File: src/design/mdc_pkg.sv
// Shared constants and types of the MAC DMA transmit/receive control block.
package mdc_pkg;

  // ==========================================================================
  // Register byte offsets on the Avalon-MM slave.
  localparam logic [3:0] TXC_OFS = 4'h0;
  localparam logic [3:0] RXC_OFS = 4'h4;
  localparam logic [3:0] STAT_OFS = 4'hC;

  // ==========================================================================
  // Reset values and writable-bit masks; reserved bits stay zero.
  localparam logic [31:0] TXC_RESET = 32'h0000_0000;
  localparam logic [31:0] RXC_RESET = 32'h0000_0000;
  localparam logic [31:0] TXC_WMASK = 32'h3F07_0207;
  localparam logic [31:0] RXC_WMASK = 32'h3F08_0001;

  // ==========================================================================
  // Field positions.
  localparam int BURST_LSB = 24;
  localparam int BURST_W = 6;
  localparam int CSUM_BIT = 16;
  localparam int FC_BIT = 9;
  localparam int PAD_BIT = 2;
  localparam int CRC_BIT = 1;
  localparam int EN_BIT = 0;
  localparam int ALIGN_BIT = 19;

  // ==========================================================================
  // Frame, buffer and flow control figures.
  localparam int LEN_W = 12;
  localparam logic [LEN_W-1:0] MIN_FRAME_BYTES = 12'h040;
  localparam logic [LEN_W-1:0] PAUSE_THRESH = 12'hC00;
  localparam logic [1:0] IP_ALIGN_SHIFT = 2'h2;

  // ==========================================================================
  // Run state of one DMA direction.
  typedef enum logic [2:0] {
    RUN_STOPPED = 3'b001,
    RUN_RUNNING = 3'b010,
    RUN_DRAINING = 3'b100
  } mdc_run_t;

endpackage

File: src/design/mdc_run_ctrl.sv
// Run/stop sequencer for one DMA direction.
`timescale 1ns/1ns
`default_nettype none
module mdc_run_ctrl
  import mdc_pkg::*;
(
  // Clock and reset.
  input wire logic mclk_i,
  input wire logic reset_i,
  // Control and frame events.
  input wire logic enable_i,
  input wire logic frame_start_i,
  input wire logic frame_end_i,
  // State.
  output logic running_o,
  output mdc_run_t state_o
);

  typedef struct packed {
    mdc_run_t state;
    logic in_frame;
    logic running;
  } mdc_rc_t;

  mdc_rc_t s_q, s_d;
  logic busy;

  // A frame only opens while running; an end closes it even while draining.
  always_comb begin
    s_d = s_q;
    busy = (s_q.in_frame | (frame_start_i & s_q.running)) & ~frame_end_i;
    s_d.in_frame = busy;
    case (s_q.state)
      RUN_STOPPED: begin
        if (enable_i) s_d.state = RUN_RUNNING;
      end
      RUN_RUNNING: begin
        if (!enable_i) s_d.state = busy ? RUN_DRAINING : RUN_STOPPED;
      end
      RUN_DRAINING: begin
        if (enable_i) s_d.state = RUN_RUNNING;
        else if (!busy) s_d.state = RUN_STOPPED;
      end
      default: s_d.state = RUN_STOPPED;
    endcase
    s_d.running = (s_d.state == RUN_RUNNING);
  end

  always_ff @(posedge mclk_i) begin
    if (reset_i) s_q <= '{state: RUN_STOPPED, in_frame: 1'b0, running: 1'b0};
    else s_q <= s_d;
  end

  assign running_o = s_q.running;
  assign state_o = s_q.state;

  // A stop never cuts a frame short.
  a_stop_waits_frame: assert property (@(posedge mclk_i) disable iff (reset_i)
    (s_q.state == RUN_DRAINING && !frame_end_i && !enable_i) |=> s_q.state == RUN_DRAINING)
    else $error("draining direction stopped before its frame ended");

endmodule // mdc_run_ctrl
`default_nettype wire

File: src/design/mdc_burst.sv
// Burst length grant and word counter for one DMA direction.
`timescale 1ns/1ns
`default_nettype none
module mdc_burst
  import mdc_pkg::*;
(
  // Clock and reset.
  input wire logic mclk_i,
  input wire logic reset_i,
  // Transaction events.
  input wire logic start_i,
  input wire logic word_i,
  input wire logic [BURST_W-1:0] limit_i,
  input wire logic [LEN_W-1:0] level_i,
  // Grant.
  output logic [LEN_W-1:0] len_o,
  output logic busy_o
);

  typedef struct packed {
    logic busy;
    logic [LEN_W-1:0] left;
    logic [LEN_W-1:0] len;
  } mdc_bs_t;

  mdc_bs_t s_q, s_d;
  logic [LEN_W-1:0] cap;

  // The grant is the buffered data, cut to the limit when one is set.
  always_comb begin
    s_d = s_q;
    cap = {{(LEN_W-BURST_W){1'b0}}, limit_i};
    if (start_i && !s_q.busy) begin
      s_d.len = (limit_i == '0 || level_i < cap) ? level_i : cap;
      s_d.left = s_d.len;
      s_d.busy = (s_d.len != '0);
    end else if (word_i && s_q.busy) begin
      s_d.left = s_q.left - 12'h001;
      s_d.busy = (s_q.left != 12'h001);
    end
  end

  always_ff @(posedge mclk_i) begin
    if (reset_i) s_q <= '0;
    else s_q <= s_d;
  end

  assign len_o = s_q.len;
  assign busy_o = s_q.busy;

endmodule // mdc_burst
`default_nettype wire

File: src/design/mdc_top.sv
// MAC DMA transmit/receive control: registers, modes, flow control, run/stop.
//
// What this block does
// Checksum-generate bit makes the transmitter insert correct IP header checksums.
// Software should also turn on CRC append when it turns on checksums.
// Full duplex with flow control: send PAUSE when receive buffer nears overflow.
// Half duplex with flow control: apply back-pressure instead of PAUSE frames.
// Flow control bit clear: neither PAUSE nor back-pressure is ever produced.
// Padding on: frames shorter than 64 bytes are padded up to 64.
// Padding on forces CRC append on, whatever the CRC bit says.
// CRC bit set: the frame CRC is appended to every transmitted frame.
// Setting transmit enable starts the transmit DMA running.
// Clearing transmit enable stops only after the current frame completes.
// A stop request only acts while the transmit process is running.
// Receive burst size caps the words moved per receive DMA transaction.
// Receive burst size zero: burst bounded only by buffered receive data.
// Software programs burst sizes only as 0, 1, 2, 4, 8, 16 or 32.
// IP alignment on shifts received frames so the IP header is word aligned.
// The layer-2 header shift is reported for receive descriptor word zero.
// Software should write the receive control register late in initialisation.
// Transmit burst size caps words per transmit transaction; zero is unlimited.
// Receive enable runs receive DMA; clearing stops after the current frame.
// The PAUSE trigger level is a fixed constant with room for in-flight frames.
// Reserved bits of both control registers read as zero and ignore writes.
`timescale 1ns/1ns
`default_nettype none
module mdc_top
  import mdc_pkg::*;
(
  // Clock and reset.
  input wire logic mclk_i,
  input wire logic reset_i,
  // Avalon-MM register slave.
  input wire logic [3:0] avs_address_i,
  input wire logic avs_read_i,
  input wire logic avs_write_i,
  input wire logic [31:0] avs_writedata_i,
  input wire logic [3:0] avs_byteenable_i,
  output logic [31:0] avs_readdata_o,
  output logic avs_waitrequest_o,
  // Port mode and receive buffer level.
  input wire logic full_duplex_i,
  input wire logic [LEN_W-1:0] rx_buf_level_i,
  // Transmit frame and DMA events.
  input wire logic tx_frame_start_i,
  input wire logic tx_frame_end_i,
  input wire logic [LEN_W-1:0] tx_frame_len_i,
  input wire logic tx_xact_start_i,
  input wire logic tx_word_i,
  input wire logic [LEN_W-1:0] tx_buf_level_i,
  // Transmit controls.
  output logic tx_running_o,
  output logic tx_ip_csum_o,
  output logic tx_crc_o,
  output logic tx_pad_o,
  output logic [6:0] tx_pad_bytes_o,
  output logic [LEN_W-1:0] tx_burst_len_o,
  output logic tx_burst_busy_o,
  output logic pause_req_o,
  output logic backpressure_o,
  // Receive frame and DMA events.
  input wire logic rx_frame_start_i,
  input wire logic rx_frame_end_i,
  input wire logic rx_xact_start_i,
  input wire logic rx_word_i,
  // Receive controls.
  output logic rx_running_o,
  output logic rx_ip_align_o,
  output logic [1:0] rx_l2_shift_o,
  output logic [LEN_W-1:0] rx_burst_len_o,
  output logic rx_burst_busy_o
);

  // ==========================================================================
  // State

  typedef struct packed {
    logic [31:0] txc;
    logic [31:0] rxc;
    logic wait_n;
    logic [31:0] rdata;
    logic above;
    logic pause;
    logic bp;
    logic csum;
    logic crc;
    logic pad;
    logic [6:0] pad_bytes;
    logic align;
    logic [1:0] shift;
  } mdc_top_t;

  mdc_top_t s_q, s_d;
  mdc_run_t tx_state, rx_state;
  logic [31:0] status;
  logic req;
  logic [LEN_W-1:0] pad_fill;

  // Byte-lane merge; only writable bits survive the mask.
  function automatic logic [31:0] mdc_merge(input logic [31:0] old, input logic [31:0] wd,
                                            input logic [3:0] be, input logic [31:0] mask);
    logic [31:0] m;
    m = old;
    for (int b = 0; b < 4; b++) begin
      if (be[b]) m[8*b +: 8] = wd[8*b +: 8];
    end
    return m & mask;
  endfunction

  // ==========================================================================
  // Next-state logic

  assign req = avs_read_i | avs_write_i;
  assign status = {20'h00000, backpressure_o, pause_req_o, 2'h0, 1'b0, rx_state, 1'b0, tx_state};
  assign pad_fill = MIN_FRAME_BYTES - tx_frame_len_i;

  // The slave answers one cycle after a request, with waitrequest low for one
  // cycle; writes land on the edge that closes that low cycle, so the master sees
  // them only once it has been released.
  always_comb begin
    s_d = s_q;
    s_d.wait_n = 1'b0;
    if (req && !s_q.wait_n) begin
      s_d.wait_n = 1'b1;
      case (avs_address_i)
        TXC_OFS: s_d.rdata = s_q.txc;
        RXC_OFS: s_d.rdata = s_q.rxc;
        STAT_OFS: s_d.rdata = status;
        default: s_d.rdata = 32'h0000_0000;
      endcase
      if (!avs_read_i) s_d.rdata = 32'h0000_0000;
    end
    if (avs_write_i && s_q.wait_n) begin
      case (avs_address_i)
        TXC_OFS: s_d.txc = mdc_merge(s_q.txc, avs_writedata_i, avs_byteenable_i, TXC_WMASK);
        RXC_OFS: s_d.rxc = mdc_merge(s_q.rxc, avs_writedata_i, avs_byteenable_i, RXC_WMASK);
        default: s_d.txc = s_q.txc;
      endcase
    end

    // Transmit modes follow the register one cycle later.
    s_d.csum = s_q.txc[CSUM_BIT];
    s_d.pad = s_q.txc[PAD_BIT];
    s_d.crc = s_q.txc[CRC_BIT] | s_q.txc[PAD_BIT];

    // Pad length is taken at frame start, so a mid-frame write cannot tear it.
    if (tx_frame_start_i) begin
      if (s_q.txc[PAD_BIT] && tx_frame_len_i < MIN_FRAME_BYTES) begin
        s_d.pad_bytes = pad_fill[6:0];
      end else begin
        s_d.pad_bytes = 7'h00;
      end
    end

    // Flow control: PAUSE once per crossing, back-pressure while above.
    s_d.above = (rx_buf_level_i >= PAUSE_THRESH);
    s_d.pause = s_q.txc[FC_BIT] & full_duplex_i & s_d.above & ~s_q.above;
    s_d.bp = s_q.txc[FC_BIT] & ~full_duplex_i & s_d.above;

    // Receive alignment shift is frozen per frame for its descriptor.
    s_d.align = s_q.rxc[ALIGN_BIT];
    if (rx_frame_start_i) begin
      s_d.shift = s_q.rxc[ALIGN_BIT] ? IP_ALIGN_SHIFT : 2'h0;
    end
  end

  // ==========================================================================
  // Registers

  always_ff @(posedge mclk_i) begin
    if (reset_i) begin
      s_q <= '0;
      s_q.txc <= TXC_RESET;
      s_q.rxc <= RXC_RESET;
    end else begin
      s_q <= s_d;
    end
  end

  // ==========================================================================
  // Direction sequencers and burst counters

  mdc_run_ctrl u_tx_run (
    .mclk_i(mclk_i),
    .reset_i(reset_i),
    .enable_i(s_q.txc[EN_BIT]),
    .frame_start_i(tx_frame_start_i),
    .frame_end_i(tx_frame_end_i),
    .running_o(tx_running_o),
    .state_o(tx_state)
  );

  mdc_run_ctrl u_rx_run (
    .mclk_i(mclk_i),
    .reset_i(reset_i),
    .enable_i(s_q.rxc[EN_BIT]),
    .frame_start_i(rx_frame_start_i),
    .frame_end_i(rx_frame_end_i),
    .running_o(rx_running_o),
    .state_o(rx_state)
  );

  // Odd burst codes are not rejected; the limiter just uses them as counts.
  mdc_burst u_tx_burst (
    .mclk_i(mclk_i),
    .reset_i(reset_i),
    .start_i(tx_xact_start_i),
    .word_i(tx_word_i),
    .limit_i(s_q.txc[BURST_LSB +: BURST_W]),
    .level_i(tx_buf_level_i),
    .len_o(tx_burst_len_o),
    .busy_o(tx_burst_busy_o)
  );

  mdc_burst u_rx_burst (
    .mclk_i(mclk_i),
    .reset_i(reset_i),
    .start_i(rx_xact_start_i),
    .word_i(rx_word_i),
    .limit_i(s_q.rxc[BURST_LSB +: BURST_W]),
    .level_i(rx_buf_level_i),
    .len_o(rx_burst_len_o),
    .busy_o(rx_burst_busy_o)
  );

  // ==========================================================================
  // Outputs, each straight from a register

  assign avs_readdata_o = s_q.rdata;
  assign avs_waitrequest_o = ~s_q.wait_n;
  assign tx_ip_csum_o = s_q.csum;
  assign tx_crc_o = s_q.crc;
  assign tx_pad_o = s_q.pad;
  assign tx_pad_bytes_o = s_q.pad_bytes;
  assign pause_req_o = s_q.pause;
  assign backpressure_o = s_q.bp;
  assign rx_ip_align_o = s_q.align;
  assign rx_l2_shift_o = s_q.shift;

  // ==========================================================================
  // Checks

  a_crc_forced_pad: assert property (@(posedge mclk_i) disable iff (reset_i)
    s_q.txc[PAD_BIT] |=> tx_crc_o) else $error("padding did not force CRC append");

  a_csum_follows_bit: assert property (@(posedge mclk_i) disable iff (reset_i)
    ##1 tx_ip_csum_o == $past(s_q.txc[CSUM_BIT]))
    else $error("checksum enable does not follow its bit");

  a_pause_full_dup: assert property (@(posedge mclk_i) disable iff (reset_i)
    pause_req_o |-> $past(full_duplex_i) && $past(s_q.txc[FC_BIT]) && !backpressure_o)
    else $error("pause sent without full duplex flow control");

  a_pause_one_pulse: assert property (@(posedge mclk_i) disable iff (reset_i)
    pause_req_o |=> !pause_req_o) else $error("pause request held longer than a cycle");

  a_bp_half_dup: assert property (@(posedge mclk_i) disable iff (reset_i)
    backpressure_o |-> !$past(full_duplex_i) && $past(rx_buf_level_i) >= PAUSE_THRESH)
    else $error("back-pressure outside half duplex overflow risk");

  a_no_flow_ctrl: assert property (@(posedge mclk_i) disable iff (reset_i)
    !s_q.txc[FC_BIT] |=> !pause_req_o && !backpressure_o)
    else $error("flow control acted while disabled");

  a_pad_to_min: assert property (@(posedge mclk_i) disable iff (reset_i)
    (tx_frame_start_i && s_q.txc[PAD_BIT] && tx_frame_len_i < MIN_FRAME_BYTES)
    |=> tx_pad_bytes_o == 7'(MIN_FRAME_BYTES - $past(tx_frame_len_i)))
    else $error("short frame not padded to minimum");

  a_rx_shift_rep: assert property (@(posedge mclk_i) disable iff (reset_i)
    rx_frame_start_i |=> rx_l2_shift_o == ($past(s_q.rxc[ALIGN_BIT]) ? IP_ALIGN_SHIFT : 2'h0))
    else $error("layer-2 shift does not match alignment");

  a_rsvd_read_zero: assert property (@(posedge mclk_i) disable iff (reset_i)
    ((s_q.txc & ~TXC_WMASK) == '0) && ((s_q.rxc & ~RXC_WMASK) == '0))
    else $error("reserved control bits became nonzero");

  a_burst_capped: assert property (@(posedge mclk_i) disable iff (reset_i)
    (rx_xact_start_i && !rx_burst_busy_o && s_q.rxc[BURST_LSB +: BURST_W] != '0)
    |=> rx_burst_len_o <= 12'($past(s_q.rxc[BURST_LSB +: BURST_W])))
    else $error("receive burst exceeds programmed size");

  // A zero size code must not cut the grant; only the buffered data bounds it.
  a_rx_burst_whole: assert property (@(posedge mclk_i) disable iff (reset_i)
    (rx_xact_start_i && !rx_burst_busy_o && s_q.rxc[BURST_LSB +: BURST_W] == '0)
    |=> rx_burst_len_o == $past(rx_buf_level_i))
    else $error("unlimited receive burst not bounded by buffer level");

  a_tx_burst_capped: assert property (@(posedge mclk_i) disable iff (reset_i)
    (tx_xact_start_i && !tx_burst_busy_o && s_q.txc[BURST_LSB +: BURST_W] != '0)
    |=> tx_burst_len_o <= 12'($past(s_q.txc[BURST_LSB +: BURST_W])))
    else $error("transmit burst exceeds programmed size");

  a_tx_run_start: assert property (@(posedge mclk_i) disable iff (reset_i)
    (tx_state == RUN_STOPPED && s_q.txc[EN_BIT]) |=> tx_running_o)
    else $error("transmit enable did not start the process");

  a_rx_run_start: assert property (@(posedge mclk_i) disable iff (reset_i)
    (rx_state == RUN_STOPPED && s_q.rxc[EN_BIT]) |=> rx_running_o)
    else $error("receive enable did not start the process");

  a_bus_answers: assert property (@(posedge mclk_i) disable iff (reset_i)
    (req && avs_waitrequest_o) |=> !avs_waitrequest_o)
    else $error("bus request not answered in one cycle");

endmodule // mdc_top
`default_nettype wire

File: config.mk
export PLATFORM = sky130hd
export DESIGN_NAME = mdc_top
export DESIGN_NICKNAME = d
export VERILOG_FILES = /design/src/design/mdc_pkg.sv /design/src/design/mdc_run_ctrl.sv /design/src/design/mdc_burst.sv /design/src/design/mdc_top.sv
export SDC_FILE = /design/constraint.sdc
export NUM_CORES = 1
export LEC_CHECK = 0
export ABC_AREA = 1
export BUFFER_PORTS_ARGS = -buffer_cell sky130_fd_sc_hd__buf_2
export CAP_MARGIN = 0
export CORE_ASPECT_RATIO = 1.75
export CORE_UTILIZATION = 50
export DETAILED_ROUTE_END_ITERATION = 7
export GPL_TIMING_DRIVEN = 0
export PLACE_DENSITY = 0.79
export SYNTH_ARGS = -nofsm -noshare
export SYNTH_HDL_FRONTEND = slang
export SYNTH_SLANG_ARGS = --single-unit
File: constraint.sdc
create_clock -name mclk_i -period 5.65 [get_ports mclk_i]
set_clock_uncertainty 0.1 [all_clocks]
set_input_delay 1.695 -clock mclk_i [delete_from_list [all_inputs] [get_ports mclk_i]]
set_output_delay 1.695 -clock mclk_i [all_outputs]
set_load 0.05 [all_outputs]
==> results by group <==
Outcome
  • Status: finished with violations
  • Failing checks: DRC

Critical path
  • Worst-path maximum fanout: 10
  • Crit path capture type: flop
  • Critical Path AT: 3.55 ns
  • CP peak stage delay: 0.30 ns
  • CP max-delay cell: ha_1
  • Cell mode on critical path: nand2_1
  • Startpoint types: input port
  • Critical Path RT: 5.89 ns
  • Setup Crit Path Kind: in -> reg
  • R2r setup slk: around 3.3 ns
  • CP Cell Sequence: buf_2 > ha_1 > a21oi_1 > nand2_1 > nor2_1 > nand2_1 > nand2_2 > buf_6 > o21ai_0 > nand3_1 > nor2_1 > nand3_1 > nand2_1 > a21oi_1
  • Cell family with most CP delay: simple AND/OR/NAND/NOR gates
  • Register-to-Register Path Depth: 14
  • FF-to-FF Start: s_q[110]
  • R2R Path End: u_tx_burst.busy_o
  • WP buf/inv: 2

Placement
  • GPL Wtd Cong: 0.959
  • Port bufs: 131
  • Final HPWL from detailed placement: 12.1 mm
  • Placed instance area: 6740 sq um

CTS
  • TritonCTS clock tree: done
  • Root Driver: clkbuf_16
  • Hold_buf cts: 0
  • Worst-path clk slew: 0.05 ns
  • Max Root-Sink Buffers: 2
  • Sink Count: 116
  • # H-tree levels: 4
  • Post-CTS Setup Bufs: 0
  • Worst-skew pair later-pin latency: 0.42 ns
  • Num CTS Buffers: 17
  • Post-CTS Resized: 0

Timing
  • Fmax: 0.302 GHz
  • RSZ-0062 raised after global routing: no
  • Slew margin rel.: between 50% and 60%
  • Slew @ Worst Pin: approximately 0.67 ns
  • Min Tclk post-route: 3.31 ns
  • Final max-slew violation count: 0
  • Setup violators final: 0
  • Final Cycle Share: 58.6%
  • Setup TNS: 0 ns
  • Final hold vios: 0

Die
  • # rows: 52
  • Die height: 145 um
  • I/O pin count: 165
  • Die area: 12200 sq um
  • Core Region: 11500 sq um
  • Starting Density: 51.0%
  • Die width: 83.9 um

Route
  • DRC: 23
  • Drt pass-1 iters: 8
  • DRT Wirelength: ~16 mm
  • Routed Antenna Nets: 0
  • Via/cell ratio: between 5 and 6
  • Routed len/inst: between 10 and 15 um
  • Initial DRC Count: 380
  • Via Count: between 5000 and 6000

Synthesis
  • Synth top area cells: dfxtp_1, nand2_1, buf_4
  • Largest family of logic cells by synthesized area: simple AND/OR/NAND/NOR gates
  • YS warnings: 0
  • Number of synthesized flops with an enable pin: 0
  • Mux cell area share after synthesis: 0%
  • Adder-cell share of the synthesized area: 3.20%
  • Synthesized cell area: 5870 sq um
  • Synth Area in Compound Gates: 18.5%
  • Ys flop type: dfxtp_1
  • Cell count after synthesis: 812
  • Seq/Total Area, Yosys: 39.6%
  • Register bit total from synthesis: approximately 120
  • Post-synth ARST share: 0%
  • Yosys top cell area share: 39.6%
  • Post-synthesis simple-gate area fraction: 21.0%
  • Cell taking the most area after synthesis: dfxtp_1
  • Mean post-synth cell area: 7.23 sq um
  • Xor/xnor share of the synthesized area: 1.34%
  • Distinct cells, synth: 44

Layout
  • Design Area, Final: 7330 sq um
  • Commonest non-fill, non-tap cells in the layout: nand2_1, buf_2, dfxtp_1
  • Synthesis-to-finish area growth: 24.8%
  • Most common cell after layout, fill and taps aside: nand2_1
  • Number of diodes: 0
  • Register area: 2320 sq um
  • Layout Nets: 1079
  • Multi-input logic area: 2640 sq um
  • Fillers: 1058
  • Layout cell share with drive strength beyond 1: 24.8%

Power and ir drop
  • Max IR drop VDD: 0.000239 V
  • PwrDens: 313 nW/um^2
  • Leak pwr: 3.46 nW

Global route
  • Total grt overflow: 0
  • Largest net degree at the start of global routing: 17
  • First-pass GRT wire length: about 25 mm
  • Initial antenna violation count: 0
  • Total GRT Usage: between 20% and 30%
  • Vias in the first global route: roughly 5600

Run
  • Max-cap violations: 0

Worst hold path
  • Min-delay src: s_q[15]
  • Hold path depth: 1
  • Hold Crit Class: reg -> reg
  • Worst hold endpoint: pause_req_o
==> metal layers <==
layer	GRT usage (%)	up-vias	part of all wire (%)
li1	-	2939	-
met4	14.7	0	3.9
met5	0	-	0
met3	6.20	54	5.9
met2	49.7	252	53
met1	26.3	2665	37
==> synthesized netlist by cell type (2+ instances only) <==
cell type  number
a21oi_1        97
a21oi_2         3
a221oi_1        3
a22oi_1         4
a31oi_1        11
buf_1           2
buf_4          66
clkbuf_1       18
dfxtp_1       116
ha_1           15
inv_1          93
inv_2           2
nand2_1       158
nand2_2         3
nand3_1        43
nand4_1         4
nor2_1         52
nor3_1         11
nor3_2          2
nor4_1          8
o21ai_0        58
o22ai_1        10
or2_1           3
or2_2           3
xnor2_1         5
xor2_1          4
==> registers in the layout, indices dropped and copies added, names as in the netlist, 3 cells and up <==
signal            flops
tx_pad_bytes_o        7
avs_readdata_o       19
u_tx_run.state_o      3
s_d                   3
u_tx_burst.len_o     12
u_rx_burst.s_q       12
u_tx_burst.s_q       12
u_rx_burst.len_o     12
s_q                  20
u_rx_run.state_o      3
==> stage by stage <==
| stage | cells | hold WS, ns | power, mW | utilization [%] | setup slack, ns |
|---|---|---|---|---|---|
| after CTS | 1123 | 0.299 | 2.30 | 63.6 | 2.41 |
| after detailed placement | 1091 | 0.295 | 1.23 | 58.5 | 2.01 |
| after global routing | 1123 | 0.306 | 2.38 | 63.6 | 2.17 |
| after global placement | 1091 | 0.277 | 1.23 | 58.5 | 2.02 |
| final | 1123 | 0.294 | 2.29 | 63.6 | 2.34 |
| after floorplan | 825 | 0.272 | 1.14 | - | 2.47 |
==> worst max path at each step <==
stage                                  from                   to  slack (ns)  depth (start not counted)
after floorplan           tx_buf_level_i[5]  u_tx_burst.len_o[3]        2.47                         10
after global placement    tx_buf_level_i[5]    u_tx_burst.busy_o        2.02                         14
after detailed placement  tx_buf_level_i[5]    u_tx_burst.busy_o        2.01                         14
after CTS                 tx_buf_level_i[5]    u_tx_burst.busy_o        2.41                         14
after global routing      tx_buf_level_i[5]    u_tx_burst.busy_o        2.17                         14
final                     tx_buf_level_i[5]    u_tx_burst.busy_o        2.34                         14
==> final cells by class <==
| class | count | area share [%] |
|---|---|---|
| multi-input cells | 525 | 36.0 |
| repair buffers | 131 | 8.95 |
| plain buffers | 88 | 8.15 |
| flip-flops and latches | 116 | 31.7 |
| well taps | 135 | 2.31 |
| clock inverters | 11 | 1.83 |
| clock buffers | 21 | 6.15 |
| inverters | 96 | 4.92 |
==> cell families (layout without fill, tap and decap cells) <==
group,after synthesis,count (layout)
other,1,14
AND/OR/NAND/NOR,290,290
XOR/XNOR,9,9
adder cells (fa/ha/maj),15,15
flip-flops,116,116
AO/OA/AOI/OAI,197,197
buffers and inverters,184,347
==> worst register-to-register path, cell delays in order, from the launching register on <==
cell and delay, ns:
dfxtp_1 0.32, inv_1 0.09, ha_1 0.29, a21oi_1 0.19
nand2_1 0.07, nor2_1 0.16, nand2_1 0.16, nand2_2 0.15
buf_6 0.15, o21ai_0 0.11, nand3_1 0.10, nor2_1 0.07
nand3_1 0.11, nand2_1 0.06, a21oi_1 0.12
==> where the power goes <==
group / switching [mW] / total, mW / internal (mW)
Clock: 0.372 / 1.07 / 0.699
Sequential: 0.0218 / 0.873 / 0.851
Combinational: 0.234 / 0.350 / 0.117
Total: 0.628 / 2.29 / 1.67
No activity file was read; power rests on OpenSTA's default activity.
